<file path="src/inc/uel_pkg.sv">
// Constants of the equalizer and link control bank
package uel_pkg;
    // ------------------------------------------------------------
    // Register offsets and reset values
    // ------------------------------------------------------------
    localparam logic [7:0] DFP_EQ_OFFSET = 8'h20;
    localparam logic [7:0] UFP_EQ_OFFSET = 8'h21;
    localparam logic [7:0] MISC_OFFSET = 8'h22;
    localparam logic [7:0] DFP_EQ_RESET = 8'h00;
    localparam logic [7:0] UFP_EQ_RESET = 8'h00;
    localparam logic [7:0] MISC_RESET = 8'h44;

    // ------------------------------------------------------------
    // Field positions
    // ------------------------------------------------------------
    localparam int SECOND_LVL_LSB = 4;
    localparam int FIRST_LVL_LSB = 0;
    localparam int UPSTREAM_LVL_LSB = 0;
    localparam int TERM_OFF_BIT = 7;
    localparam int LFPS_LEVEL_BIT = 6;
    localparam int EXIT_DEBOUNCE_BIT = 5;
    localparam int LP_DETECT_DIS_BIT = 4;
    localparam int INTERVAL_LSB = 2;
    localparam int SKIP_DETECT_BIT = 1;
    localparam int COMPLIANCE_DIS_BIT = 0;

    // ------------------------------------------------------------
    // Serial target address (value is arbitrary)
    // ------------------------------------------------------------
    localparam logic [6:0] TARGET_ADDR = 7'h2a;

    // ------------------------------------------------------------
    // Timing
    // ------------------------------------------------------------
    localparam int CLK_KHZ = 10000;
    localparam int DEBOUNCE_US = 200;
    localparam int DEBOUNCE_CYC = (DEBOUNCE_US * CLK_KHZ + 999) / 1000;
    localparam int INTERVAL0_CYC = 4 * CLK_KHZ;
    localparam int INTERVAL1_CYC = 6 * CLK_KHZ;
    localparam int INTERVAL2_CYC = 36 * CLK_KHZ;
    localparam int INTERVAL3_CYC = 84 * CLK_KHZ;

    // ------------------------------------------------------------
    // Serial port states
    // ------------------------------------------------------------
    typedef enum logic [3:0] {
        SP_IDLE = 4'b0000,
        SP_ADDR = 4'b0001,
        SP_ADDR_ACK = 4'b0010,
        SP_PTR = 4'b0011,
        SP_PTR_ACK = 4'b0100,
        SP_WDATA = 4'b0101,
        SP_WDATA_ACK = 4'b0110,
        SP_RDATA = 4'b0111,
        SP_RDATA_ACK = 4'b1000
    } uel_sp_state_t;
endpackage : uel_pkg

</file>
<file path="src/hdl/uel_eq_link_ctrl.sv">
// Equalizer and link control bank with serial target
//
// Notes on behaviour
// - Upper downstream nibble sets second receiver level
// - Lower downstream nibble sets first receiver level
// - Without override, downstream fields read sampled straps
// - With override, written downstream levels take effect
// - Adaptive mode x0 short channel uses fields
// - Upstream lower nibble sets level, upper reads zero
// - Upstream level follows straps unless override
// - Bit 7 turns termination off at detect start
// - Bit 6 clear forces level zero during LFPS
// - Bit 5 debounces LFPS 200 us before exit
// - Bit 4 blocks receiver detection in U2/U3
// - Bits 3-2 pick detect interval, 4/6/36/84 ms
// - Bit 1 skips detect after polled warm reset
// - Bit 0 disables compliance mode detection
// - Adaptive mode x0 long channel uses long levels
`timescale 1ns/1ns
module uel_eq_link_ctrl
    import uel_pkg::*;
#(
    parameter int INTERVAL0_CYCLES = INTERVAL0_CYC,
    parameter int INTERVAL1_CYCLES = INTERVAL1_CYC,
    parameter int INTERVAL2_CYCLES = INTERVAL2_CYC,
    parameter int INTERVAL3_CYCLES = INTERVAL3_CYC
) (
    // Clock and reset
    input wire logic sys_clk,
    input wire logic nrst,
    // Serial management port
    input wire logic scl,
    input wire logic sdaIn,
    output logic sdaOut,
    output logic sdaOe,
    // Straps and equalizer mode controls
    input wire logic [1:0] downstreamLevelStraps,
    input wire logic [1:0] upstreamLevelStraps,
    input wire logic softwareLevelOverride,
    input wire logic adaptiveEqualizerEnable,
    input wire logic [1:0] adaptiveEqualizerMode,
    input wire logic longChannelDetected,
    input wire logic [3:0] firstRxLongChannelLevel,
    input wire logic [3:0] secondRxLongChannelLevel,
    // Link state inputs
    input wire logic receivingLfps,
    input wire logic inLowPower,
    input wire logic detectActive,
    input wire logic detectStartAfterWarmReset,
    input wire logic inactiveEntry,
    input wire logic detectDone,
    input wire logic inWarmReset,
    input wire logic partnerPolling,
    // Receiver levels
    output logic [3:0] firstDfpRxLevel,
    output logic [3:0] secondDfpRxLevel,
    output logic [3:0] upstreamRxLevel,
    // Link state controls
    output logic terminationOff,
    output logic lowPowerExit,
    output logic rxDetectStrobe,
    output logic skipDetectAfterWarmReset,
    output logic complianceDetectEnable
);
    // ------------------------------------------------------------
    // Register state
    // ------------------------------------------------------------
    logic [7:0] dfpEq_q;
    logic [3:0] ufpEq_q;
    logic [7:0] misc_q;
    logic [1:0] dnStrap_q;
    logic [1:0] upStrap_q;
    logic strapDone_q;

    // Strap capture after reset release
    always_ff @(posedge sys_clk or negedge nrst) begin
        if (!nrst) begin
            dnStrap_q <= 2'h0;
            upStrap_q <= 2'h0;
            strapDone_q <= 1'b0;
        end else if (!strapDone_q) begin
            dnStrap_q <= downstreamLevelStraps;
            upStrap_q <= upstreamLevelStraps;
            strapDone_q <= 1'b1;
        end
    end

    // ------------------------------------------------------------
    // Serial management target
    // ------------------------------------------------------------
    uel_sp_state_t state_q;
    logic sclPrev_q;
    logic sdaPrev_q;
    logic [2:0] bitCnt_q;
    logic [7:0] shift_q;
    logic [7:0] ptr_q;
    logic readMode_q;
    logic sdaOe_q;
    logic sdaOut_q;
    logic gotBit_q;

    wire sclRise = scl && !sclPrev_q;
    wire sclFall = !scl && sclPrev_q;
    wire startCond = scl && sclPrev_q && sdaPrev_q && !sdaIn;
    wire stopCond = scl && sclPrev_q && !sdaPrev_q && sdaIn;
    wire byteFull = (bitCnt_q == 3'h0) && gotBit_q;
    wire addrMatch = (shift_q[7:1] == TARGET_ADDR);
    wire regWrite = sclFall && (state_q == SP_WDATA) && byteFull;

    // Without override the level fields read the straps
    wire [3:0] dnStrapLvl = {2'h0, dnStrap_q};
    wire [3:0] upStrapLvl = {2'h0, upStrap_q};
    wire [7:0] dfpRead = softwareLevelOverride ? dfpEq_q : {dnStrapLvl, dnStrapLvl};
    wire [7:0] ufpRead = {4'h0, softwareLevelOverride ? ufpEq_q : upStrapLvl};
    wire [7:0] readData = (ptr_q == DFP_EQ_OFFSET) ? dfpRead :
                          (ptr_q == UFP_EQ_OFFSET) ? ufpRead :
                          (ptr_q == MISC_OFFSET) ? misc_q : 8'h00;

    // Line sampling; no byte counts as full before its first bit
    always_ff @(posedge sys_clk or negedge nrst) begin
        if (!nrst) begin
            sclPrev_q <= 1'b1;
            sdaPrev_q <= 1'b1;
            gotBit_q <= 1'b0;
        end else begin
            sclPrev_q <= scl;
            sdaPrev_q <= sdaIn;
            gotBit_q <= !startCond && (gotBit_q || sclRise);
        end
    end

    // Target: bits sampled on SCL rise, driven on fall
    always_ff @(posedge sys_clk or negedge nrst) begin
        if (!nrst) begin
            state_q <= SP_IDLE;
            bitCnt_q <= 3'h0;
            shift_q <= 8'h00;
            ptr_q <= 8'h00;
            readMode_q <= 1'b0;
            sdaOe_q <= 1'b0;
        end else if (startCond) begin
            state_q <= SP_ADDR;
            bitCnt_q <= 3'h0;
            sdaOe_q <= 1'b0;
        end else if (stopCond) begin
            state_q <= SP_IDLE;
            sdaOe_q <= 1'b0;
        end else if (sclRise) begin
            unique case (state_q)
                SP_ADDR, SP_PTR, SP_WDATA: begin
                    shift_q <= {shift_q[6:0], sdaIn};
                    bitCnt_q <= bitCnt_q + 3'h1;
                end
                SP_RDATA: begin
                    shift_q <= {shift_q[6:0], 1'b0};
                    bitCnt_q <= bitCnt_q + 3'h1;
                end
                SP_RDATA_ACK: begin
                    readMode_q <= !sdaIn; // Ack continues
                end
                default: begin
                end
            endcase
        end else if (sclFall) begin
            unique case (state_q)
                SP_ADDR: begin
                    if (byteFull && addrMatch) begin
                        state_q <= SP_ADDR_ACK;
                        readMode_q <= shift_q[0];
                        sdaOe_q <= 1'b1;
                    end else if (byteFull) begin
                        state_q <= SP_IDLE;
                    end
                end
                SP_ADDR_ACK: begin
                    if (readMode_q) begin
                        state_q <= SP_RDATA;
                        shift_q <= readData;
                        sdaOe_q <= !readData[7];
                    end else begin
                        state_q <= SP_PTR;
                        sdaOe_q <= 1'b0;
                    end
                end
                SP_PTR: begin
                    if (byteFull) begin
                        state_q <= SP_PTR_ACK;
                        ptr_q <= shift_q;
                        sdaOe_q <= 1'b1;
                    end
                end
                SP_WDATA: begin
                    if (byteFull) begin
                        state_q <= SP_WDATA_ACK;
                        sdaOe_q <= 1'b1;
                    end
                end
                SP_PTR_ACK, SP_WDATA_ACK: begin
                    if (state_q == SP_WDATA_ACK) begin
                        ptr_q <= ptr_q + 8'h01;
                    end
                    state_q <= SP_WDATA;
                    sdaOe_q <= 1'b0;
                end
                SP_RDATA: begin
                    if (byteFull) begin
                        state_q <= SP_RDATA_ACK;
                        sdaOe_q <= 1'b0;
                    end else begin
                        sdaOe_q <= !shift_q[7];
                    end
                end
                SP_RDATA_ACK: begin
                    if (readMode_q) begin
                        state_q <= SP_RDATA;
                        ptr_q <= ptr_q + 8'h01;
                        shift_q <= (ptr_q == DFP_EQ_OFFSET) ? ufpRead :
                                   (ptr_q == UFP_EQ_OFFSET) ? misc_q : 8'h00;
                        sdaOe_q <= (ptr_q == DFP_EQ_OFFSET) ? !ufpRead[7] :
                                   (ptr_q == UFP_EQ_OFFSET) ? !misc_q[7] : 1'b1;
                    end else begin
                        state_q <= SP_IDLE;
                    end
                end
                default: begin
                end
            endcase
        end
    end

    // Open-drain data line only ever pulls low
    always_ff @(posedge sys_clk or negedge nrst) begin
        if (!nrst) begin
            sdaOut_q <= 1'b0;
        end else begin
            sdaOut_q <= 1'b0;
        end
    end

    assign sdaOe = sdaOe_q;
    assign sdaOut = sdaOut_q;

    // ------------------------------------------------------------
    // Register writes
    // ------------------------------------------------------------
    wire dfpWrite = regWrite && (ptr_q == DFP_EQ_OFFSET) && softwareLevelOverride;
    wire ufpWrite = regWrite && (ptr_q == UFP_EQ_OFFSET) && softwareLevelOverride;
    wire miscWrite = regWrite && (ptr_q == MISC_OFFSET);

    // Level fields accept writes only under override
    always_ff @(posedge sys_clk or negedge nrst) begin
        if (!nrst) begin
            dfpEq_q <= DFP_EQ_RESET;
            ufpEq_q <= UFP_EQ_RESET[3:0];
            misc_q <= MISC_RESET;
        end else begin
            if (dfpWrite) dfpEq_q <= shift_q;
            if (ufpWrite) ufpEq_q <= shift_q[3:0];
            if (miscWrite) misc_q <= shift_q;
        end
    end

    // ------------------------------------------------------------
    // Receiver level selection
    // ------------------------------------------------------------
    wire fastModeActive = adaptiveEqualizerEnable && !adaptiveEqualizerMode[0];
    wire useLong = fastModeActive && longChannelDetected;
    wire lfpsZero = receivingLfps && !misc_q[LFPS_LEVEL_BIT];
    wire [3:0] firstShort = dfpRead[FIRST_LVL_LSB +: 4];
    wire [3:0] secondShort = dfpRead[SECOND_LVL_LSB +: 4];
    wire [3:0] firstNext = lfpsZero ? 4'h0 : (useLong ? firstRxLongChannelLevel : firstShort);
    wire [3:0] secondNext = lfpsZero ? 4'h0 : (useLong ? secondRxLongChannelLevel : secondShort);
    wire [3:0] upstreamNext = lfpsZero ? 4'h0 : ufpRead[UPSTREAM_LVL_LSB +: 4];

    // Registered levels to the receivers
    always_ff @(posedge sys_clk or negedge nrst) begin
        if (!nrst) begin
            firstDfpRxLevel <= 4'h0;
            secondDfpRxLevel <= 4'h0;
            upstreamRxLevel <= 4'h0;
        end else begin
            firstDfpRxLevel <= firstNext;
            secondDfpRxLevel <= secondNext;
            upstreamRxLevel <= upstreamNext;
        end
    end

    // ------------------------------------------------------------
    // Link state controls
    // ------------------------------------------------------------
    logic [11:0] debCnt_q;
    logic exitDone_q;
    logic [19:0] intCnt_q;
    logic pollSeen_q;

    wire lfpsWake = receivingLfps && inLowPower;
    wire debounceOn = misc_q[EXIT_DEBOUNCE_BIT];
    wire debounceMet = (debCnt_q == 12'(DEBOUNCE_CYC - 1));
    wire exitFire = lfpsWake && !exitDone_q && (!debounceOn || debounceMet);
    wire [1:0] intSel = misc_q[INTERVAL_LSB +: 2];
    wire [19:0] intLimit = (intSel == 2'h0) ? 20'(INTERVAL0_CYCLES - 1) :
                           (intSel == 2'h1) ? 20'(INTERVAL1_CYCLES - 1) :
                           (intSel == 2'h2) ? 20'(INTERVAL2_CYCLES - 1) : 20'(INTERVAL3_CYCLES - 1);
    wire intEnd = detectActive && (intCnt_q >= intLimit);
    wire detectBlocked = inLowPower && misc_q[LP_DETECT_DIS_BIT];
    wire termEvent = misc_q[TERM_OFF_BIT] && (detectStartAfterWarmReset || inactiveEntry);

    // LFPS debounce before low power exit
    always_ff @(posedge sys_clk or negedge nrst) begin
        if (!nrst) begin
            debCnt_q <= 12'h000;
            exitDone_q <= 1'b0;
            lowPowerExit <= 1'b0;
        end else begin
            debCnt_q <= (lfpsWake && !debounceMet) ? debCnt_q + 12'h001 : (lfpsWake ? debCnt_q : 12'h000);
            exitDone_q <= lfpsWake && (exitDone_q || exitFire);
            lowPowerExit <= exitFire;
        end
    end

    // Receiver detection interval timer
    always_ff @(posedge sys_clk or negedge nrst) begin
        if (!nrst) begin
            intCnt_q <= 20'h00000;
            rxDetectStrobe <= 1'b0;
        end else begin
            intCnt_q <= (!detectActive || intEnd) ? 20'h00000 : intCnt_q + 20'h00001;
            rxDetectStrobe <= intEnd && !detectBlocked;
        end
    end

    // Termination, polling and compliance; set wins
    always_ff @(posedge sys_clk or negedge nrst) begin
        if (!nrst) begin
            terminationOff <= 1'b0;
            pollSeen_q <= 1'b0;
            skipDetectAfterWarmReset <= 1'b0;
            complianceDetectEnable <= 1'b1;
        end else begin
            terminationOff <= termEvent || (terminationOff && !detectDone);
            pollSeen_q <= (inWarmReset && partnerPolling) || (pollSeen_q && !detectDone);
            skipDetectAfterWarmReset <= misc_q[SKIP_DETECT_BIT] && pollSeen_q;
            complianceDetectEnable <= !misc_q[COMPLIANCE_DIS_BIT];
        end
    end
endmodule : uel_eq_link_ctrl

</file>
<file path="config.mk">
export PLATFORM = sky130hd
export DESIGN_NAME = uel_eq_link_ctrl
export DESIGN_NICKNAME = d
export VERILOG_FILES = /design/src/inc/uel_pkg.sv /design/src/hdl/uel_eq_link_ctrl.sv
export SDC_FILE = /design/constraint.sdc
export NUM_CORES = 1
export LEC_CHECK = 0
export ABC_AREA = 0
export CORE_ASPECT_RATIO = 1.2
export CORE_MARGIN = 5
export CORE_UTILIZATION = 65
export CTS_BUF_LIST = sky130_fd_sc_hd__clkbuf_16
export DETAILED_ROUTE_END_ITERATION = 8
export DONT_BUFFER_PORTS = 1
export PLACE_DENSITY = 0.81
export SLEW_MARGIN = 25
export SYNTH_ARGS = -nofsm -noshare
export SYNTH_HDL_FRONTEND = slang
export SYNTH_SLANG_ARGS = --single-unit
</file>
<file path="constraint.sdc">
create_clock -name sys_clk -period 7.45 [get_ports sys_clk]
set_clock_uncertainty 0.1 [all_clocks]
set_input_delay 0.3725 -clock sys_clk [delete_from_list [all_inputs] [get_ports sys_clk]]
set_output_delay 0.3725 -clock sys_clk [all_outputs]
set_load 0.02 [all_outputs]
</file>
==> impl_metrics.csv <==
group,metric,value,unit
run_status,outcome,"finished, final reports clean",
global_route,global_route_wire_length_before_repair,22300,um
worst_hold_path,hold_path_startpoint,"detectDone",
power_and_ir_drop,power-per-cell-area,191,nW/um^2
floorplanning,num_rows,38,
layout,utilization_after_layout,70.9,%
sta,final_worst_path_setup_slack,4.71,ns
sta,unrepaired_setup_endpoints_after_global_routing,"no",
synth,number_of_distinct_library_cells_after_synthesis,67,
synth,synth-seq-cells,104,
layout,nFillCells,681,
power_and_ir_drop,power.static_leakage,2.75,nW
cts,cts_htree_levels,3,
setup_path,crit_family,"simple AND/OR/NAND/NOR gates",
drt,route.antenna.remaining_nets,0,
power_and_ir_drop,ir_worst_vdd,0.000120,V
drt,drtIter0Drc,420,
sta,setup_viol_count_final,0,
drt,drc,0,
global_route,grt_util_all_layers,24.6,%
layout,area_delta_synth_final,7.56,%
worst_hold_path,min_delay_worst_endpoint,"terminationOff",
setup_path,reg2reg_slack,4.71,ns
cts,cts_tree,"done",
drt,routed-via-count,4597,
setup_path,ff2ff_path_depth,10,
run,maxCapViolations,0,
drt,maxUsedRoutingLayer,"met4",
global_route,antenna_found_initial,0,
setup_path,critical-path-max-stage-delay,0.59,ns
sta,final_min_period_over_clock_period,36.8,%
global_route,first_global_vias,4557,
power_and_ir_drop,overall_power,1.21,mW
floorplanning,area_of_the_core_region,8940,um^2
synth,async_reset_ff_share,100,%
place,dp.final_hpwl,9100,um
synth,ys_seq_area_share,44.3,%
layout,mostFrequentLayoutCell,"sky130_fd_sc_hd__dfrtp_1",
sta,hold_viol,0,
setup_path,reg2reg_to,"intCnt_q[7]",
cts,post_cts.resized_instances,0,
setup_path,path_buf_inv,2,
cts,cts_max_path_buffers,2,
floorplanning,floorplan.initialDensity,65.9,%
setup_path,critical-path-slowest-cell,"sky130_fd_sc_hd__dfstp_2",
drt,detail_route.wirelength.met1,5230,um
sta,layout_min_cycle_time,2.74,ns
setup_path,setup.worst_path.end_class,"flip-flop",
drt,wire_per_inst,18.5,um
cts,clk_pin_slew_worst_setup_hold_paths,0.07,ns
synth,postSynth.topFlopCell,"sky130_fd_sc_hd__dfrtp_1",
synth,number_of_synthesized_flops_with_an_enable_pin,0,
drt,drt_first_pass_iters,5,
worst_hold_path,worst_hold_path.num_cells,1,
global_route,globalRouteOverflowTotal,0,
layout,fraction_of_layout_cells_with_a_size_suffix_above_1,11.6,%
setup_path,critical_path_cell_list,"inv_1, ha_1, or2_2, ha_1, nor3_1, o221ai_1, a21oi_1, o211ai_1, buf_4, nor2_1",
synth,netlist_instances,599,
drt,totalWireLength,13200,um
place,place.port_buffers,0,
drt,met2WireLength,6860,um
layout,antenna_cells,0,
setup_path,crit_arrival,2.91,ns
sta,max_slew_margin,34.6,%
synth,synthesis.area_per_instance,9.83,um^2
setup_path,crit_top_cell,"sky130_fd_sc_hd__ha_1",
place,detailedPlace.worstSlack,4.75,ns
sta,totalNegativeSetupSlack,0,ns
setup_path,required,7.62,ns
global_route,grt_max_degree,105,
setup_path,worst_r2r_startpoint,"misc_q[2]",
layout,nets_finish,652,
floorplanning,die-width,96.9,um
cts,cts.sinks,104,
synth,synth.cell_area,5890,um^2
setup_path,timing.critical_path.from_type,"flip-flop",
sta,maxSlewViolCount,0,
worst_hold_path,min_path_type,"in -> reg",
synth,ys_warn_count,0,
drt,met3WireLength,749,um
sta,holdWs,0.0309,ns
setup_path,timing.setup.critical_path_class,"reg -> reg",
floorplanning,floorplan.die.height,114,um
cts,clk_root_buffer_cell,"sky130_fd_sc_hd__clkbuf_16",
sta,achievable_freq,0.364,GHz
place,place.gp.congestion,0.875,
cts,numCtsBuffers,9,
setup_path,timing.critical_path.fanout_max,20,
drt,route.detailed.vias_per_inst,6.42,
layout,mostFrequentLayoutCells,"99 x sky130_fd_sc_hd__dfrtp_1, 65 x sky130_fd_sc_hd__nor2_1, 35 x sky130_fd_sc_hd__nand2_1, 35 x sky130_fd_sc_hd__a21oi_1, 33 x sky130_fd_sc_hd__mux2_2",
cts,insertion_delay,0.35,ns
synth,synth_fp_nets,660,
floorplanning,fp.dieArea,11100,um^2
sta,worst_slew_pin_tran,0.967,ns
floorplanning,io-pin-count,48,
[cell usage after synthesis (7+ instances only)]
| cell type | n | share of area [%] |
|---|---|---|
| sky130_fd_sc_hd__nor2_1 | 65 | 4.1 |
| sky130_fd_sc_hd__nand3_1 | 27 | 2.3 |
| sky130_fd_sc_hd__nand2b_1 | 8 | 0.85 |
| sky130_fd_sc_hd__and3_1 | 7 | 0.74 |
| sky130_fd_sc_hd__clkbuf_1 | 13 | 0.83 |
| sky130_fd_sc_hd__xor2_1 | 14 | 2.1 |
| sky130_fd_sc_hd__a31oi_1 | 7 | 0.74 |
| sky130_fd_sc_hd__inv_1 | 25 | 1.6 |
| sky130_fd_sc_hd__buf_2 | 7 | 0.59 |
| sky130_fd_sc_hd__nor3_1 | 16 | 1.4 |
| sky130_fd_sc_hd__nand4_1 | 7 | 0.74 |
| sky130_fd_sc_hd__nand2_1 | 35 | 2.2 |
| sky130_fd_sc_hd__xnor2_1 | 13 | 1.9 |
| sky130_fd_sc_hd__ha_1 | 32 | 6.8 |
| sky130_fd_sc_hd__a21oi_1 | 35 | 3.0 |
| sky130_fd_sc_hd__or3_1 | 7 | 0.74 |
| sky130_fd_sc_hd__o21ai_0 | 20 | 1.7 |
| sky130_fd_sc_hd__dfrtp_1 | 99 | 42 |
| sky130_fd_sc_hd__mux2_2 | 33 | 6.3 |
| sky130_fd_sc_hd__mux2i_1 | 14 | 2.4 |
| sky130_fd_sc_hd__and2_1 | 7 | 0.74 |
| sky130_fd_sc_hd__nor2b_1 | 9 | 0.96 |
[through the flow]
stage	instances	instance area, um^2
2_1_floorplan	599	5890
3_3_place_gp	696	5940
3_5_place_dp	696	5940
4_1_cts	716	6330
5_1_grt	716	6330
6_report	716	6330
[layer usage]
metal  vias up  track usage [%]
li1       2124                -
met1      2260             30.4
met2       174             43.0
met3        39             4.51
met4         0             9.83
met5         -                0
[cell families after synthesis]
kind of cell	after synthesis	share of synthesized area, %
compound gates	113	12.3
xor+xnor	27	4.02
fa+ha+maj	32	6.80
buf+inv	50	3.59
flops	104	44.3
mux	47	8.69
other cells	2	0.128
simple gates	224	20.1
[report_power, final]
group          internal, mW  total [mW]  switching [mW]
sequential            0.582       0.609          0.0273
clock                 0.302       0.524           0.222
combinational        0.0313      0.0791          0.0478
total                 0.915        1.21           0.297
[worst register-to-register path, stage by stage (launching register included)]
cell                       delay [ns]
sky130_fd_sc_hd__dfstp_2         0.59
sky130_fd_sc_hd__inv_1           0.13
sky130_fd_sc_hd__ha_1            0.24
sky130_fd_sc_hd__or2_2           0.31
sky130_fd_sc_hd__ha_1            0.21
sky130_fd_sc_hd__nor3_1          0.20
sky130_fd_sc_hd__o221ai_1        0.15
sky130_fd_sc_hd__a21oi_1         0.23
sky130_fd_sc_hd__o211ai_1        0.12
sky130_fd_sc_hd__buf_4           0.22
sky130_fd_sc_hd__nor2_1          0.15
[flip-flops by register name, summed over array words and instances, names as in the netlist, 2 cells and up]
| name | cells |
|---|---|
| state_q | 4 |
| misc_q | 8 |
| debCnt_q | 12 |
| ufpEq_q | 4 |
| intCnt_q | 20 |
| secondDfpRxLevel | 4 |
| upstreamRxLevel | 4 |
| ptr_q | 8 |
| shift_q | 8 |
| upStrap_q | 2 |
| firstDfpRxLevel | 4 |
| bitCnt_q | 3 |
| dfpEq_q | 8 |
| dnStrap_q | 2 |
[timing repair]
action	in CTS	in global routing
hold buffers	4	0
endpoints found under the setup margin	0	0
endpoints found under the hold margin	106	0
setup buffers	0	0
[layout make-up]
class / count / area (um^2) / share of cell area, %
multi-input cells: 445 / 3070 / 48.5
flip-flops and latches: 104 / 2610 / 41.2
clock buffers: 9 / 225 / 3.56
well taps: 120 / 150 / 2.37
clock inverters: 7 / 111 / 1.76
inverters: 25 / 93.8 / 1.48
repair buffers: 6 / 72.6 / 1.15
[how the worst max path moves through the flow]
stage	from	end	cells past startpoint
finish	misc_q[2]	intCnt_q[7]	10
global route	misc_q[2]	intCnt_q[17]	10
CTS	misc_q[2]	intCnt_q[7]	10
detailed placement	misc_q[2]	intCnt_q[8]	10
global placement	misc_q[2]	intCnt_q[6]	10
floorplan	misc_q[2]	intCnt_q[6]	10
(Power assumes the default switching activity.)
